--- config.mk ---
export PLATFORM = sky130hd
export DESIGN_NAME = epl_port
export DESIGN_NICKNAME = d
export VERILOG_FILES = /design/src/epl_pkg.sv /design/src/epl_port.sv
export VERILOG_INCLUDE_DIRS = /design/src
export SDC_FILE = /design/constraint.sdc
export NUM_CORES = 1
export LEC_CHECK = 0
export BUFFER_PORTS_ARGS = -buffer_cell sky130_fd_sc_hd__buf_2
export CAP_MARGIN = 20
export CORE_MARGIN = 2
export CORE_UTILIZATION = 35
export CTS_BUF_LIST = sky130_fd_sc_hd__clkbuf_4
export DETAILED_ROUTE_END_ITERATION = 6
export GPL_ROUTABILITY_DRIVEN = 1
export SLEW_MARGIN = 30
export SYNTH_ARGS = -nofsm -noshare
export SYNTH_HDL_FRONTEND = slang
export SYNTH_HIERARCHICAL = 1
export SYNTH_SLANG_ARGS = --single-unit
--- constraint.sdc ---
create_clock -name core_clk -period 1.8 [get_ports core_clk]
set_input_delay 0.36 -clock core_clk [delete_from_list [all_inputs] [get_ports core_clk]]
set_output_delay 0.36 -clock core_clk [all_outputs]
set_load 0.05 [all_outputs]
--- src/epl_consts.svh ---
`ifndef EPL_CONSTS_SVH
`define EPL_CONSTS_SVH
// register byte addresses
`define EPL_ADDR_CTRL 4'h0
`define EPL_ADDR_STATUS 4'h4
`define EPL_ADDR_DROPS 4'h8
// control field positions
`define EPL_CTRL_ACTIVE 0
`define EPL_CTRL_SPD_LO 1
`define EPL_CTRL_SPD_HI 3
`define EPL_CTRL_FC 4
`define EPL_CTRL_JUMBO 5
`define EPL_CTRL_PRIO_LO 6
`define EPL_CTRL_PRIO_HI 8
`define EPL_CTRL_W 10
`define EPL_CTRL_RESET 10'h001
// peer / local ability bits
`define EPL_AB_10H 0
`define EPL_AB_10F 1
`define EPL_AB_100H 2
`define EPL_AB_100F 3
`define EPL_AB_1000F 4
`define EPL_AB_COPPER 5'h1F
`define EPL_AB_FIBRE 5'h10
// frame limits
`define EPL_MAX_PAYLOAD 16'h05DC
// negotiation wait: time in ns, cycles derived from 10 ns clock
`define EPL_ANEG_WAIT_NS 10000
`define EPL_CLK_NS 10
`define EPL_ANEG_CYC ((`EPL_ANEG_WAIT_NS + `EPL_CLK_NS - 1) / `EPL_CLK_NS)
`define EPL_FIFO_DEPTH 4
`define EPL_FIFO_W 19
`endif

--- src/epl_pkg.sv ---
package epl_pkg;
   // speed/duplex choices held in the control register
   typedef enum logic [2:0] {
      SD_AUTO = 3'h0,
      SD_10H = 3'h1,
      SD_10F = 3'h2,
      SD_100H = 3'h3,
      SD_100F = 3'h4,
      SD_1000F = 3'h5
   } epl_sd_t;
   // resolved line rate
   typedef enum logic [1:0] {
      SPD_10 = 2'h0,
      SPD_100 = 2'h1,
      SPD_1000 = 2'h2
   } epl_speed_t;
endpackage

--- src/epl_port.sv ---
// The AXI4-Lite interface to the registers and the register offsets were decided locally.
`timescale 1ns/10ps
`include "epl_consts.svh"
// Notes on behaviour
// - A copper port offers automatic, 10 half, 10 full, 100 half and 100 full speed/duplex settings.
// - Gigabit runs full duplex only and is offered on both copper and fibre ports; a silent peer sensed at gigabit comes up half duplex.
// - In automatic mode the port negotiates and picks the best combination both ends support.
// - A peer that never negotiates leaves the port on the sensed line speed in half duplex.
// - With negotiation off the configured speed and duplex are used unchanged; the peer must match.
// - Flow control in full duplex uses the standard pause mechanism.
// - In full duplex a filling receive buffer sends a pause so the sender stops for a while.
// - Flow control in half duplex forces a collision so the sender backs off and resends.
// - Received frames without a priority tag get the port's default priority.
// - A frame whose payload exceeds 1500 bytes counts as jumbo.
// - Jumbo frames pass when the jumbo setting is on and are discarded when it is off.
// - No frame passes while the port is inactive, and the port starts active.

// ----------------------------------------
// descriptor fifo
// ----------------------------------------
module epl_fifo #(
   parameter int WIDTH = 19,
   parameter int DEPTH = 4
) (
   input wire logic core_clk,
   input wire logic rstn,
   input wire logic inValid,
   output logic inReady,
   input wire logic [WIDTH-1:0] inData,
   output logic outValid,
   input wire logic outReady,
   output logic [WIDTH-1:0] outData
);
   localparam int AW = $clog2(DEPTH);
   logic [WIDTH-1:0] mem [DEPTH];
   logic [AW-1:0] wrPtr;
   logic [AW-1:0] rdPtr;
   logic [AW:0] count;
   wire push = inValid && inReady;
   wire pop = outValid && outReady;

   // honest full and empty straight from the count
   assign inReady = (count < (AW+1)'(DEPTH));
   assign outValid = (count != '0);
   assign outData = mem[rdPtr];

   // pointers wrap naturally since depth is a power of two
   always_ff @(posedge core_clk or negedge rstn) begin
      if (!rstn) begin
         wrPtr <= '0;
         rdPtr <= '0;
         count <= '0;
      end else begin
         if (push) wrPtr <= wrPtr + 1'b1;
         if (pop) rdPtr <= rdPtr + 1'b1;
         count <= count + (AW+1)'(push) - (AW+1)'(pop);
      end
   end

   // storage carries no reset
   always_ff @(posedge core_clk) begin
      if (push) mem[wrPtr] <= inData;
   end
endmodule

// ----------------------------------------
// port link and admission
// ----------------------------------------
module epl_port (
   input wire logic core_clk,
   input wire logic rstn,
   // axi4-lite slave
   input wire logic [3:0] s_axi_awaddr,
   input wire logic s_axi_awvalid,
   output logic s_axi_awready,
   input wire logic [31:0] s_axi_wdata,
   input wire logic [3:0] s_axi_wstrb,
   input wire logic s_axi_wvalid,
   output logic s_axi_wready,
   output logic [1:0] s_axi_bresp,
   output logic s_axi_bvalid,
   input wire logic s_axi_bready,
   input wire logic [3:0] s_axi_araddr,
   input wire logic s_axi_arvalid,
   output logic s_axi_arready,
   output logic [31:0] s_axi_rdata,
   output logic [1:0] s_axi_rresp,
   output logic s_axi_rvalid,
   input wire logic s_axi_rready,
   // line side
   input wire logic portIsFibre,
   input wire logic signalDetect,
   input wire logic [1:0] sensedSpeed,
   input wire logic peerAbilValid,
   input wire logic [4:0] peerAbility,
   output logic pauseReq,
   output logic jamReq,
   // received frame descriptors
   input wire logic rxValid,
   output logic rxReady,
   input wire logic [15:0] rxPayloadLen,
   input wire logic rxHasTag,
   input wire logic [2:0] rxTagPrio,
   // fabric side
   output logic fabValid,
   input wire logic fabReady,
   output logic [15:0] fabPayloadLen,
   output logic [2:0] fabPrio
);
   typedef enum {LK_DOWN, LK_NEG, LK_UP} epl_link_t;

   logic [`EPL_CTRL_W-1:0] ctrl;
   logic [31:0] drops;
   epl_link_t linkState;
   epl_pkg::epl_speed_t speed;
   logic fullDuplex;
   logic viaParallel;
   logic [13:0] anegTimer;
   logic cfgChanged;
   logic awHeld;
   logic wHeld;
   logic [3:0] awAddr;
   logic [31:0] wData;
   logic [3:0] wStrb;

   // ---------------- register decode ----------------
   wire doWrite = awHeld && wHeld && !s_axi_bvalid;
   wire wrCtrl = doWrite && (awAddr == `EPL_ADDR_CTRL);
   wire wrHit = (awAddr == `EPL_ADDR_CTRL) || (awAddr == `EPL_ADDR_STATUS) || (awAddr == `EPL_ADDR_DROPS);
   wire rdHit = (s_axi_araddr == `EPL_ADDR_CTRL) || (s_axi_araddr == `EPL_ADDR_STATUS)
      || (s_axi_araddr == `EPL_ADDR_DROPS);
   wire [2:0] newSd = wData[`EPL_CTRL_SPD_HI:`EPL_CTRL_SPD_LO];
   // fibre only takes auto or gigabit full; gigabit has no half choice at all
   wire sdLegal = portIsFibre ? (newSd == epl_pkg::SD_AUTO || newSd == epl_pkg::SD_1000F)
      : (newSd <= epl_pkg::SD_1000F);
   wire [7:0] ctrlLo = {wData[7:4], sdLegal ? newSd : ctrl[`EPL_CTRL_SPD_HI:`EPL_CTRL_SPD_LO], wData[0]};
   wire [`EPL_CTRL_W-1:0] next_ctrl = {wStrb[1] ? wData[9:8] : ctrl[9:8], wStrb[0] ? ctrlLo : ctrl[7:0]};
   wire [31:0] statusWord = {26'h0, viaParallel, linkState == LK_NEG, fullDuplex, speed, linkState == LK_UP};
   wire [31:0] rdWord = (s_axi_araddr == `EPL_ADDR_CTRL) ? {22'h0, ctrl}
      : (s_axi_araddr == `EPL_ADDR_STATUS) ? statusWord : drops;

   // write channel: address and data taken in either order
   always_ff @(posedge core_clk or negedge rstn) begin
      if (!rstn) begin
         awHeld <= 1'b0;
         wHeld <= 1'b0;
         awAddr <= 4'h0;
         wData <= 32'h0;
         wStrb <= 4'h0;
         s_axi_awready <= 1'b0;
         s_axi_wready <= 1'b0;
         s_axi_bvalid <= 1'b0;
         s_axi_bresp <= 2'h0;
      end else begin
         s_axi_awready <= !awHeld && !s_axi_awready && s_axi_awvalid;
         s_axi_wready <= !wHeld && !s_axi_wready && s_axi_wvalid;
         if (s_axi_awvalid && s_axi_awready) begin
            awHeld <= 1'b1;
            awAddr <= {s_axi_awaddr[3:2], 2'h0};
         end
         if (s_axi_wvalid && s_axi_wready) begin
            wHeld <= 1'b1;
            wData <= s_axi_wdata;
            wStrb <= s_axi_wstrb;
         end
         if (doWrite) begin
            s_axi_bvalid <= 1'b1;
            s_axi_bresp <= wrHit ? 2'h0 : 2'h2; // unmapped answers slverr
         end
         if (s_axi_bvalid && s_axi_bready) begin
            s_axi_bvalid <= 1'b0;
            awHeld <= 1'b0;
            wHeld <= 1'b0;
         end
      end
   end

   // control register; starts active with auto negotiation
   always_ff @(posedge core_clk or negedge rstn) begin
      if (!rstn) begin
         ctrl <= `EPL_CTRL_RESET;
         cfgChanged <= 1'b0;
      end else begin
         cfgChanged <= wrCtrl && (next_ctrl[`EPL_CTRL_SPD_HI:`EPL_CTRL_SPD_LO]
            != ctrl[`EPL_CTRL_SPD_HI:`EPL_CTRL_SPD_LO]);
         if (wrCtrl) ctrl <= next_ctrl;
      end
   end

   // read channel: one cycle after the address is taken
   always_ff @(posedge core_clk or negedge rstn) begin
      if (!rstn) begin
         s_axi_arready <= 1'b0;
         s_axi_rvalid <= 1'b0;
         s_axi_rdata <= 32'h0;
         s_axi_rresp <= 2'h0;
      end else begin
         s_axi_arready <= !s_axi_arready && !s_axi_rvalid && s_axi_arvalid;
         if (s_axi_arvalid && s_axi_arready) begin
            s_axi_rvalid <= 1'b1;
            s_axi_rdata <= rdHit ? rdWord : 32'h0;
            s_axi_rresp <= rdHit ? 2'h0 : 2'h2;
         end else if (s_axi_rready) begin
            s_axi_rvalid <= 1'b0;
         end
      end
   end

   // ---------------- link resolution ----------------
   wire [2:0] sdSel = ctrl[`EPL_CTRL_SPD_HI:`EPL_CTRL_SPD_LO];
   wire [4:0] localAbil = portIsFibre ? `EPL_AB_FIBRE : `EPL_AB_COPPER;
   wire [4:0] common = peerAbility & localAbil;
   wire anegExpired = (anegTimer == 14'(`EPL_ANEG_CYC - 1));
   // highest common ability wins
   wire [1:0] negSpeed = common[`EPL_AB_1000F] ? epl_pkg::SPD_1000
      : (common[`EPL_AB_100F] || common[`EPL_AB_100H]) ? epl_pkg::SPD_100 : epl_pkg::SPD_10;
   wire negFull = common[`EPL_AB_1000F] || (common[`EPL_AB_100F]) || (!common[`EPL_AB_100H] && common[`EPL_AB_10F]);
   wire [1:0] forcedSpeed = (sdSel == epl_pkg::SD_1000F) ? epl_pkg::SPD_1000
      : (sdSel >= epl_pkg::SD_100H) ? epl_pkg::SPD_100 : epl_pkg::SPD_10;
   wire forcedFull = (sdSel == epl_pkg::SD_10F) || (sdSel == epl_pkg::SD_100F) || (sdSel == epl_pkg::SD_1000F);

   // link state; a speed/duplex change restarts bring-up so the new setting is used
   always_ff @(posedge core_clk or negedge rstn) begin
      if (!rstn) begin
         linkState <= LK_DOWN;
         speed <= epl_pkg::SPD_10;
         fullDuplex <= 1'b0;
         viaParallel <= 1'b0;
         anegTimer <= 14'h0;
      end else begin
         case (linkState)
            LK_DOWN: begin
               anegTimer <= 14'h0;
               if (signalDetect && sdSel == epl_pkg::SD_AUTO) begin
                  linkState <= LK_NEG;
               end else if (signalDetect) begin
                  linkState <= LK_UP;
                  speed <= epl_pkg::epl_speed_t'(forcedSpeed);
                  fullDuplex <= forcedFull;
                  viaParallel <= 1'b0;
               end
            end
            LK_NEG: begin
               anegTimer <= anegTimer + 14'h1;
               if (!signalDetect || cfgChanged) begin
                  linkState <= LK_DOWN;
               end else if (peerAbilValid && common != 5'h0) begin
                  linkState <= LK_UP;
                  speed <= epl_pkg::epl_speed_t'(negSpeed);
                  fullDuplex <= negFull;
                  viaParallel <= 1'b0;
               end else if (anegExpired) begin
                  // silent peer: sensed rate, half duplex
                  linkState <= LK_UP;
                  speed <= epl_pkg::epl_speed_t'(sensedSpeed);
                  fullDuplex <= 1'b0;
                  viaParallel <= 1'b1;
               end
            end
            LK_UP: begin
               if (!signalDetect || cfgChanged) linkState <= LK_DOWN;
            end
            default: linkState <= LK_DOWN;
         endcase
      end
   end

   // ---------------- frame admission ----------------
   logic stageValid;
   logic [`EPL_FIFO_W-1:0] stageData;
   wire fifoReady;
   wire [`EPL_FIFO_W-1:0] fifoOut;
   wire fifoValid;
   wire headFree = !fabValid || fabReady;
   wire headLoad = headFree && fifoValid;
   wire isJumbo = rxPayloadLen > `EPL_MAX_PAYLOAD;
   wire admit = ctrl[`EPL_CTRL_ACTIVE] && (linkState == LK_UP)
      && (!isJumbo || ctrl[`EPL_CTRL_JUMBO]);
   wire [2:0] framePrio = rxHasTag ? rxTagPrio : ctrl[`EPL_CTRL_PRIO_HI:`EPL_CTRL_PRIO_LO];
   wire rxTake = rxValid && rxReady;
   wire stageFree = !stageValid || fifoReady;
   // congestion: staging slot held while the fifo refuses more
   wire congested = stageValid && !fifoReady;

   // one staging slot keeps rxReady a flop; ready rests a cycle after each admitted take,
   // since a flopped ready cannot see the fifo fill in time and would let the slot be overwritten
   always_ff @(posedge core_clk or negedge rstn) begin
      if (!rstn) begin
         stageValid <= 1'b0;
         stageData <= '0;
         rxReady <= 1'b0;
         drops <= 32'h0;
      end else begin
         if (rxTake && admit) begin
            stageValid <= 1'b1;
            stageData <= {framePrio, rxPayloadLen};
         end else if (fifoReady) begin
            stageValid <= 1'b0;
         end
         rxReady <= stageFree && !(rxTake && admit);
         if (rxTake && !admit) drops <= drops + 32'h1;
      end
   end

   // flow control towards the sender, chosen by duplex
   always_ff @(posedge core_clk or negedge rstn) begin
      if (!rstn) begin
         pauseReq <= 1'b0;
         jamReq <= 1'b0;
      end else begin
         pauseReq <= ctrl[`EPL_CTRL_FC] && (linkState == LK_UP) && fullDuplex && congested;
         jamReq <= ctrl[`EPL_CTRL_FC] && (linkState == LK_UP) && !fullDuplex && congested;
      end
   end

   epl_fifo #(
      .WIDTH(`EPL_FIFO_W),
      .DEPTH(`EPL_FIFO_DEPTH)
   ) u_epl_fifo (
      .core_clk(core_clk),
      .rstn(rstn),
      .inValid(stageValid),
      .inReady(fifoReady),
      .inData(stageData),
      .outValid(fifoValid),
      .outReady(headFree),
      .outData(fifoOut)
   );

   // fabric outputs held in flops; the head slot refills whenever it is empty or taken
   always_ff @(posedge core_clk or negedge rstn) begin
      if (!rstn) begin
         fabValid <= 1'b0;
         fabPayloadLen <= 16'h0;
         fabPrio <= 3'h0;
      end else begin
         if (headFree) fabValid <= fifoValid;
         if (headLoad) {fabPrio, fabPayloadLen} <= fifoOut;
      end
   end
endmodule

==> results.py, run 1 <==
metrics = {
    "die": {
        "dieWidth_microns": 175,
        "die_height_microns": 175,
        "die_area_sq_mm": 0.0305,
        "core_region_sq_mm": 0.0287,
        "std_cell_rows": 62,
        "boundaryPins": 147,
        "floorplan.initialDensity": 0.355,
    },
    "worst_setup_path": {
        "worst_path_arrival_ns": 2.46,
        "timing.critical_path.cells": "o31a_1, ha_1, inv_2, ha_4, fa_2, xnor2_2, xnor2_1",
        "r2r_cells": 7,
        "setup.worst_path.class": "reg -> reg",
        "number_of_buffers_and_inverters_on_the_critical_path": 1,
        "worst-endpoint-required_ns": 2.33,
        "critPathMaxFanout": 4,
        "cp_top_family": "adder cells",
        "timing.rr.start": "u_epl_fifo/count[2]",
        "setup.worst_path.end_class": "flop",
        "timing.critical_path.from_type": "flop",
        "worst_path_max_delay_cell": "sky130_fd_sc_hd__dfrtp_2",
        "reg2reg_to": "u_epl_fifo/count[2]",
        "r2r_setup_slack_ns": -0.13,
        "critical_path.max_stage_delay_ns": 0.44,
    },
    "synthesis": {
        "post_synth_inst_count": 704,
        "ys_seq_elements": 244,
        "synth_edf_count": 76,
        "ys_warn_count": 6,
        "synth_area_sq_mm": 0.0102,
        "synth_seq_area_share": 0.636,
        "yosys_most_used_dff": "sky130_fd_sc_hd__dfrtp_1",
        "ys_async_sr_fraction": 0.689,
        "yosys.cell_types.count": 59,
        "syn_avg_cell_area_sq_um": 14.5,
    },
    "finish": {
        "fill_cells": 2613,
        "commonest_cells_after_routing_fill_and_taps_aside": "sky130_fd_sc_hd__dfrtp_1 (163), sky130_fd_sc_hd__buf_2 (117), sky130_fd_sc_hd__clkbuf_4 (106)",
        "final_common_cell": "sky130_fd_sc_hd__dfrtp_1",
        "footprint_of_the_multi_input_gates_sq_mm": 0.00360,
        "ff_latch_area_sq_mm": 0.00649,
        "finish.instance_area_sq_mm": 0.0134,
        "design.final.nets": 1072,
        "drive_gt1_frac": 0.415,
        "area_growth_pct": 30.9,
    },
    "timing": {
        "period_minus_slack_ns": 1.93,
        "timing.final.setup_violations": 3,
        "setup_repair_after_global_routing_missed_its_margin": "true",
        "clock_skew_ns": 0.0286,
        "final_critical_path_setup_slack_ns": -0.128,
        "setup-tns-final_ns": -0.238,
        "timing.final.crit_share": 1.07,
        "hold_viol": 0,
        "highest_clock_rate_mhz": 519,
        "timing_max_transition_violations_final": 0,
    },
    "cts": {
        "cts_root_buffer": "sky130_fd_sc_hd__clkbuf_4",
        "ctsHtreeMaxLevel": 3,
        "clock_insertion_delay_worst_skew_ns": 0.66,
        "path_clk_slew_ns": 0.07,
        "numClockSinks": 244,
        "clk_path_buf_depth": 3,
        "tritoncts": "done",
        "cts-buffers-inserted": 68,
    },
    "drt": {
        "detail_route.wl_per_cell_microns": 15.9,
        "drt-vias-per-instance": 4.76,
        "final_antenna_net_count": 0,
        "dr.pass1.iters": 4,
        "drt_drc_violations_left": 0,
        "route.final.wire_length_microns": 22500,
        "drtIter0Drc": 332,
        "route.vias.total": 6739,
    },
    "power_and_ir_drop": {
        "pwr-share-seq": 0.413,
        "pwr_density_cell_mw_per_mm2": 1400,
        "p_sw_frac": 0.319,
        "clock_power_share": 0.295,
        "power_frac_comb": 0.292,
        "power_leakage_nw": 5.82,
        "vdd_drop_max_v": 0.000873,
        "switching_pwr_mw": 5.95,
        "finalPower_mw": 18.7,
        "internal_power_mw": 12.7,
    },
    "global_routing": {
        "number_of_global_route_vias_before_repair": 7040,
        "grt_antenna_before_repair": 1,
        "pin_count_of_the_biggest_net_entering_global_routing": 50,
        "grt-ovfl-total": 0,
        "grt_use_total": 0.150,
        "grt_pass1_wl_microns": 36100,
    },
    "job": {
        "max_cap_violations": 0,
    },
    "hold_path": {
        "worstHoldStart": "rxPayloadLen[6]",
        "min_delay_path_depth": 3,
        "worst_hold_path_type": "in -> reg",
        "worst_hold_path.endpoint": "stageData[6]",
    },
    "placement": {
        "place.port_buffers": 118,
        "place_congestion": 0.762,
        "place_area_sq_mm": 0.0119,
        "dpl.hpwl_microns": 15100,
        "place_worst_setup_slack_ns": -0.237,
    },
    "status": {
        "status": "finished with violations",
        "violated_checks": "setup timing",
    },
}
## layer usage
metal / track usage / part of all wire
met2: 0.249 / 0.49
met3: 0.0387 / 0.054
met1: 0.188 / 0.43
met5: 0 / 0
met4: 0.0569 / 0.019
## how the worst max path moves through the flow
stage / startpoint / endpoint / depth (start not counted)
finish: u_epl_fifo/count[2] / u_epl_fifo/count[2] / 7
global route: u_epl_fifo/count[0] / u_epl_fifo/count[2] / 7
CTS: u_epl_fifo/count[0] / u_epl_fifo/count[2] / 7
detailed placement: rxPayloadLen[9] / drops[1] / 7
global placement: rxPayloadLen[9] / drops[1] / 7
floorplan: fabValid / u_epl_fifo/count[2] / 8
## kinds of logic (layout without fill, tap and decap cells)
logic type / count (synthesis) / count (layout) / synth area share
DFF: 244 / 244 / 0.636
and+or+nand+nor: 138 / 138 / 0.0765
AOI/OAI and AO/OA: 118 / 118 / 0.0817
muxes: 95 / 95 / 0.129
buffers and inverters: 51 / 377 / 0.0240
xor gates and xnor gates: 48 / 48 / 0.0412
adders and majority gates: 9 / 9 / 0.0118
other: 1 / 3 / 0.000368
## through the flow
stage	cells	util	hold slack [ns]
after detailed placement	1250	0.413	0.288
after floorplan	705	-	0.0644
after global placement	1250	0.413	0.292
after CTS	1411	0.462	0.0156
final	1416	0.465	0.0659
after global routing	1416	0.465	0.0106
## power by group through the flow
| stage | clock network, mW | logic (mW) | registers [mW] |
|---|---|---|---|
| final | 5.50 | 5.45 | 7.71 |
| after floorplan | 0 | 2.65 | 8.62 |
| after detailed placement | 0 | 5.19 | 7.81 |
| after CTS | 5.71 | 5.39 | 7.71 |
| after global routing | 6.02 | 5.92 | 7.86 |
| after global placement | 0 | 5.11 | 7.77 |
## area by class of cell
type,count,area share
antenna,1,0.000187
clock buffer,106,0.0596
clock inverter,15,0.0127
inverter,19,0.00534
multi-input combinational,410,0.270
sequential,244,0.486
tap,384,0.0360
timing repair buffer,237,0.130
## what timing repair did
action,in CTS,in global routing
gates cloned,1,0
hold buffers,34,0
pin swaps,5,2
resized for setup,11,18
endpoints found under the hold margin,190,0
setup endpoints to repair,20,26
buffers inserted,5,4
## Yosys cell counts (2+ instances only)
master	number	area share
sky130_fd_sc_hd__a21oi_1	26	0.013
sky130_fd_sc_hd__a22o_1	25	0.021
sky130_fd_sc_hd__a31oi_1	4	0.0025
sky130_fd_sc_hd__and2_1	6	0.0037
sky130_fd_sc_hd__and3_1	9	0.0055
sky130_fd_sc_hd__and4_1	4	0.0034
sky130_fd_sc_hd__and4b_1	2	0.0020
sky130_fd_sc_hd__buf_2	13	0.0064
sky130_fd_sc_hd__buf_4	2	0.0015
sky130_fd_sc_hd__buf_6	4	0.0044
sky130_fd_sc_hd__clkbuf_1	13	0.0048
sky130_fd_sc_hd__dfrtp_1	167	0.41
sky130_fd_sc_hd__edfxtp_1	76	0.22
sky130_fd_sc_hd__ha_1	8	0.0098
sky130_fd_sc_hd__inv_1	19	0.0070
sky130_fd_sc_hd__mux2_2	55	0.061
sky130_fd_sc_hd__mux2_4	10	0.015
sky130_fd_sc_hd__mux2i_1	11	0.011
sky130_fd_sc_hd__mux4_2	18	0.040
sky130_fd_sc_hd__nand2_1	30	0.011
sky130_fd_sc_hd__nand2b_1	3	0.0018
sky130_fd_sc_hd__nand3_1	9	0.0044
sky130_fd_sc_hd__nand4_1	5	0.0031
sky130_fd_sc_hd__nor2_1	35	0.013
sky130_fd_sc_hd__nor2b_1	5	0.0031
sky130_fd_sc_hd__nor3_1	8	0.0039
sky130_fd_sc_hd__nor3b_1	7	0.0052
sky130_fd_sc_hd__nor4_1	2	0.0012
sky130_fd_sc_hd__nor4_4	2	0.0042
sky130_fd_sc_hd__o2111ai_1	13	0.011
sky130_fd_sc_hd__o211ai_1	15	0.011
sky130_fd_sc_hd__o21ai_0	21	0.010
sky130_fd_sc_hd__or2_2	2	0.0012
sky130_fd_sc_hd__or3_1	4	0.0025
sky130_fd_sc_hd__xnor2_1	41	0.035
sky130_fd_sc_hd__xor2_1	7	0.0060
## worst min-delay path, delay by kind of cell
| family | cells | cell delay, ns |
|---|---|---|
| buffers and inverters | 2 | 0.20 |
| muxes | 1 | 0.12 |
## flip-flops by register name, summed over array words and instances (netlist names), 2 cells and up
name	count
anegTimer	14
speed	2
stageData	19
fabPayloadLen	16
drops	32
u_epl_fifo/count	3
ctrl	10
wData	10
fabPrio	3
awAddr	2
s_axi_rdata	32
linkState	2
wStrb	2
u_epl_fifo/mem	76
u_epl_fifo/rdPtr	2
u_epl_fifo/wrPtr	2
Note: power is estimated with default switching activity, not from simulation.
==> run 2, diff against run 1 <==
==> constraint.sdc (replaced) <==
create_clock -name core_clk -period 1.8 [get_ports core_clk]
set_input_delay 0.18 -clock core_clk [delete_from_list [all_inputs] [get_ports core_clk]]
set_output_delay 0.18 -clock core_clk [all_outputs]
set_load 0.05 [all_outputs]
==> run 2 against run 1 <==
The flow still finishes with violations (setup timing). Register-to-register slack improved by 0.04 ns. Via count fell by 0.25%. Critical path depth did not move. Final area rose by 0.48%. Clock skew rose by 0.0056 ns. Sequential power barely moved. Wire length rose by 1.3%. Hold slack improved by 0.011 ns. Sequential cell count did not move. Fmax rose by 1.9%. Critical path type unchanged. Largest cell class unchanged.
==> results.py, run 2 (synthesized netlist as in run 1, its figures left out) <==
metrics = {
    "status": {
        "status": "finished with violations",
        "violated_checks": "setup timing",
    },
    "finish": {
        "area_growth_pct": 31.5,
        "drive_gt1_frac": 0.407,
        "finish.instance_area_sq_mm": 0.0134,
        "final_common_cell": "sky130_fd_sc_hd__dfrtp_1",
        "design.final.nets": 1075,
        "largest_register_ffs": 76,
        "regMostFlops": "u_epl_fifo/mem",
        "commonest_cells_after_routing_fill_and_taps_aside": "sky130_fd_sc_hd__dfrtp_1 (164), sky130_fd_sc_hd__buf_2 (117), sky130_fd_sc_hd__clkbuf_4 (114)",
        "reg.largest.list": "u_epl_fifo/mem x76, drops x32, s_axi_rdata x32",
    },
    "cts": {
        "cts-buffers-inserted": 69,
        "clk_path_buf_depth": 3,
        "cts_root_buffer": "sky130_fd_sc_hd__clkbuf_4",
        "path_clk_slew_ns": 0.06,
        "clock_insertion_delay_worst_skew_ns": 0.66,
        "tritoncts": "done",
        "ctsHtreeMaxLevel": 3,
        "numClockSinks": 244,
    },
    "timing": {
        "timing.final.setup_violations": 15,
        "final_critical_path_setup_slack_ns": -0.0932,
        "timing_max_transition_violations_final": 0,
        "hold_viol": 0,
        "timing.final.crit_share": 1.05,
        "hold_ws_ns": 0.0767,
        "setup_repair_after_global_routing_missed_its_margin": "true",
        "highest_clock_rate_mhz": 528,
        "tightest_slew_ns": 0.670,
        "worst_slew_margin_rel": 0.553,
        "period_minus_slack_ns": 1.89,
        "clock_skew_ns": 0.0341,
    },
    "worst_setup_path": {
        "worst-endpoint-required_ns": 2.35,
        "setup.worst_path.class": "reg -> reg",
        "critPathMaxFanout": 2,
        "worst_path_arrival_ns": 2.44,
        "r2r_cells": 7,
        "setup.worst_path.end_class": "flop",
        "timing.critical_path.from_type": "flop",
    },
    "drt": {
        "final_antenna_net_count": 0,
        "detail_route.wl_per_cell_microns": 16.1,
        "drt-vias-per-instance": 4.74,
        "route.vias.total": 6722,
        "drtIter0Drc": 354,
        "drt_drc_violations_left": 0,
        "route.final.wire_length_microns": 22800,
        "dr.pass1.iters": 4,
    },
    "global_routing": {
        "grt_use_total": 0.152,
        "grt_pass1_wl_microns": 36400,
        "grt_antenna_before_repair": 1,
        "grt-ovfl-total": 0,
        "pin_count_of_the_biggest_net_entering_global_routing": 59,
        "number_of_global_route_vias_before_repair": 7099,
    },
    "job": {
        "max_cap_violations": 0,
    },
    "placement": {
        "place.port_buffers": 118,
        "place_congestion": 0.813,
        "place_area_sq_mm": 0.0118,
        "dpl.hpwl_microns": 14900,
        "place_worst_setup_slack_ns": -0.132,
    },
    "power_and_ir_drop": {
        "power_leakage_nw": 5.84,
        "vdd_drop_max_v": 0.000699,
        "pwr_density_cell_mw_per_mm2": 1390,
    },
    "die": {
        "boundaryPins": 147,
        "dieWidth_microns": 175,
        "die_area_sq_mm": 0.0305,
        "std_cell_rows": 62,
        "die_height_microns": 175,
        "core_region_sq_mm": 0.0287,
        "floorplan.initialDensity": 0.355,
    },
    "hold_path": {
        "worst_hold_path_type": "in -> async",
    },
}
-- run 2: cell types whose count changed in the layout (fill, tap and decap cells not counted), sizes merged --
cell,change
clkinvlp,-1
inv,+1
buf,-15
clkbuf,+10
clkinv,-6
dlygate4sd3,+15
bufinv,-1
-- run 2: per-stage QoR --
stage	TNS, ns	utilization	total power [mW]	instances
final	-0.342	0.467	18.7	1419
after global routing	-1.67	0.467	19.8	1419
after CTS	-0.163	0.461	18.8	1409
after detailed placement	-0.572	0.410	13.0	1237
after global placement	-0.479	0.410	12.8	1237
after floorplan	-0.207	-	11.3	705
-- run 2: cell type report --
| class | instances | area (sq um) |
|---|---|---|
| repair buffers | 239 | 1820 |
| clock inverters | 8 | 118 |
| inverters | 19 | 71.3 |
| multi-input cells | 410 | 3580 |
| well taps | 384 | 480 |
| flip-flops and latches | 244 | 6490 |
| clock buffers | 114 | 856 |
| fillers | 2617 | 15300 |
| diodes | 1 | 2.50 |
-- run 2: critical path, stage by stage (launching register included) --
cell,delay [ns]
sky130_fd_sc_hd__dfrtp_1,0.38
sky130_fd_sc_hd__o31a_1,0.31
sky130_fd_sc_hd__ha_1,0.28
sky130_fd_sc_hd__inv_1,0.04
sky130_fd_sc_hd__ha_2,0.16
sky130_fd_sc_hd__fa_2,0.35
sky130_fd_sc_hd__xnor2_2,0.15
sky130_fd_sc_hd__xnor2_1,0.12
-- run 2: where the power goes --
group,leakage (nW),total [mW],switching (mW),internal [mW]
registers,2.86,7.71,0.809,6.90
logic,2.40,5.46,2.90,2.56
clock network,0.579,5.52,2.24,3.27
-- run 2: path summary, 6_finish.rpt --
kind	from	endpoint	slack, ns
worst max-delay path	u_epl_fifo/count[2]	u_epl_fifo/count[2]	-0.09
worst min-delay path	rstn	fabPayloadLen[9]	0.08
worst max register to register	u_epl_fifo/count[2]	u_epl_fifo/count[2]	-0.09
worst min register to register	fullDuplex	jamReq	0.44
max in group asynchronous	rstn	s_axi_arready	1.37
min in group core_clk	sensedSpeed[1]	speed[1]	0.08
-- run 2: layer usage --
metal / global-route usage / routed length, microns / share of wire
met1: 0.188 / 9910 / 0.43
met5: 0 / 0 / 0
met2: 0.254 / 11100 / 0.49
met3: 0.0374 / 1130 / 0.049
met4: 0.0688 / 656 / 0.029
-- run 2: what timing repair did --
item                                    CTS  global route
pin swaps                                 4             5
endpoints found under the setup margin   12            38
hold endpoints to repair                213             0
hold buffers                             49             0
setup buffers                             1             6
resized for setup                         4            14
gates cloned                              0             3
==> run 3, diff against run 2 <==
- GPL_TIMING_DRIVEN: unset -> 0
==> run 3 against run 2 <==
The flow still finishes with violations (setup timing). Global-route usage about the same. Fmax down 1.3%. Die area unchanged. Critical endpoint unchanged.
==> results.py, run 3 (synthesized netlist as in run 1, its figures left out) <==
metrics = {
    "worst_setup_path": {
        "reg2reg_to": "u_epl_fifo/count[2]",
        "timing.critical_path.from_type": "flop",
        "r2r_cells": 7,
        "critPathMaxFanout": 5,
        "worst-endpoint-required_ns": 2.34,
        "r2r_setup_slack_ns": -0.12,
        "timing.rr.start": "u_epl_fifo/count[2]",
        "setup.worst_path.class": "reg -> reg",
        "worst_path_arrival_ns": 2.46,
        "setup.worst_path.end_class": "flop",
    },
    "timing": {
        "final_critical_path_setup_slack_ns": -0.118,
        "timing.final.setup_violations": 4,
        "setup_repair_after_global_routing_missed_its_margin": "true",
        "clock_skew_ns": 0.0391,
        "worst_slew_margin_rel": 0.508,
        "hold_ws_ns": 0.0399,
        "hold_viol": 0,
        "period_minus_slack_ns": 1.92,
        "highest_clock_rate_mhz": 521,
        "timing_max_transition_violations_final": 0,
        "tightest_slew_ns": 0.738,
        "timing.final.crit_share": 1.07,
    },
    "die": {
        "std_cell_rows": 62,
        "core_region_sq_mm": 0.0287,
        "boundaryPins": 147,
        "dieWidth_microns": 175,
        "die_height_microns": 175,
        "floorplan.initialDensity": 0.355,
        "die_area_sq_mm": 0.0305,
    },
    "cts": {
        "numClockSinks": 244,
        "clock_insertion_delay_worst_skew_ns": 0.65,
        "tritoncts": "done",
        "cts_root_buffer": "sky130_fd_sc_hd__clkbuf_4",
        "path_clk_slew_ns": 0.06,
        "clk_path_buf_depth": 3,
        "ctsHtreeMaxLevel": 3,
        "cts-buffers-inserted": 68,
    },
    "drt": {
        "route.vias.total": 6760,
        "route.final.wire_length_microns": 23100,
        "drt_drc_violations_left": 0,
        "final_antenna_net_count": 0,
        "dr.pass1.iters": 4,
        "drt-vias-per-instance": 4.78,
        "detail_route.wl_per_cell_microns": 16.4,
        "drtIter0Drc": 403,
    },
    "finish": {
        "design.final.nets": 1071,
        "largest_register_ffs": 76,
        "area_growth_pct": 29.9,
        "finish.instance_area_sq_mm": 0.0133,
        "reg.largest.list": "u_epl_fifo/mem x76, drops x32, s_axi_rdata x32",
        "drive_gt1_frac": 0.398,
        "commonest_cells_after_routing_fill_and_taps_aside": "sky130_fd_sc_hd__dfrtp_1 (158), sky130_fd_sc_hd__buf_2 (125), sky130_fd_sc_hd__clkbuf_4 (104)",
        "final_common_cell": "sky130_fd_sc_hd__dfrtp_1",
        "regMostFlops": "u_epl_fifo/mem",
        "fill_cells": 2582,
    },
    "status": {
        "violated_checks": "setup timing",
        "status": "finished with violations",
    },
    "hold_path": {
        "worst_hold_path_type": "in -> reg",
        "min_delay_path_depth": 4,
        "worst_hold_path.endpoint": "fullDuplex",
        "worstHoldStart": "portIsFibre",
    },
    "placement": {
        "dpl.hpwl_microns": 15100,
        "place.port_buffers": 118,
        "place_worst_setup_slack_ns": -0.378,
        "place_area_sq_mm": 0.0114,
        "place_congestion": 0.792,
    },
    "global_routing": {
        "grt_pass1_wl_microns": 36700,
        "grt_use_total": 0.153,
        "number_of_global_route_vias_before_repair": 7070,
        "grt-ovfl-total": 0,
        "pin_count_of_the_biggest_net_entering_global_routing": 68,
        "grt_antenna_before_repair": 1,
    },
    "power_and_ir_drop": {
        "vdd_drop_max_v": 0.000695,
        "pwr_density_cell_mw_per_mm2": 1380,
        "power_leakage_nw": 5.70,
    },
    "job": {
        "max_cap_violations": 0,
    },
}
[run 3: changes by cell type in the layout (fill, tap and decap cells not counted), sizes merged]
cell and delta:
buf -21, clkinv +8, dlygate4sd3 +6, bufinv -1, clkinvlp +2, clkbuf +1
[run 3: layout make-up]
type	count	area, sq um	area share
sequential	244	6500	0.490
clock inverter	17	139	0.0105
buffer	32	210	0.0159
timing repair buffer	204	1450	0.109
clock buffer	103	773	0.0583
tap	384	480	0.0363
antenna	1	2.50	0.000189
multi-input combinational	410	3630	0.274
inverter	19	71.3	0.00538
[run 3: metal layers]
metal,part of all wire,track usage,wire [microns],up-vias
met5,0,0,0,-
met4,0.029,0.0649,659,0
met3,0.050,0.0381,1170,55
met2,0.48,0.251,11200,169
met1,0.44,0.192,10100,3330
li1,-,-,-,3206
[run 3: per-stage QoR]
stage	setup TNS (ns)	util	instances	power (mW)
after global routing	-1.04	0.462	1414	19.4
after floorplan	-0.207	-	705	11.3
after global placement	-433.52	0.393	1207	12.5
after detailed placement	-19.59	0.396	1209	12.6
after CTS	-0.886	0.454	1399	18.3
final	-0.322	0.462	1414	18.3
[run 3: worst max path at each step]
| stage | to | startpoint |
|---|---|---|
| floorplan | u_epl_fifo/count[2] | fabValid |
| global placement | s_axi_arready | rstn |
| detailed placement | stageData[14] | linkState[0] |
| CTS | speed[0] | anegTimer[12] |
| global route | speed[0] | anegTimer[12] |
| finish | u_epl_fifo/count[2] | u_epl_fifo/count[2] |
[run 3: power by group]
| part | total [mW] | switching, mW | internal, mW |
|---|---|---|---|
| combinational | 5.39 | 2.91 | 2.49 |
| sequential | 7.76 | 0.859 | 6.91 |
| clock | 5.19 | 2.27 | 2.91 |
[run 3: repair_timing]
item                                    CTS  global route
hold buffers                             55             0
cloned                                    1             0
pin swaps                                 7            10
hold endpoints to repair                218             0
setup buffers                            14            14
endpoints found under the setup margin  181            70
gates resized for setup                  23            32
[run 3: critical path: stages, from the launching register on]
cell	delay, ns
sky130_fd_sc_hd__dfrtp_2	0.44
sky130_fd_sc_hd__o31a_1	0.27
sky130_fd_sc_hd__ha_1	0.27
sky130_fd_sc_hd__inv_1	0.04
sky130_fd_sc_hd__ha_2	0.16
sky130_fd_sc_hd__fa_2	0.35
sky130_fd_sc_hd__xnor2_2	0.15
sky130_fd_sc_hd__xnor2_1	0.12
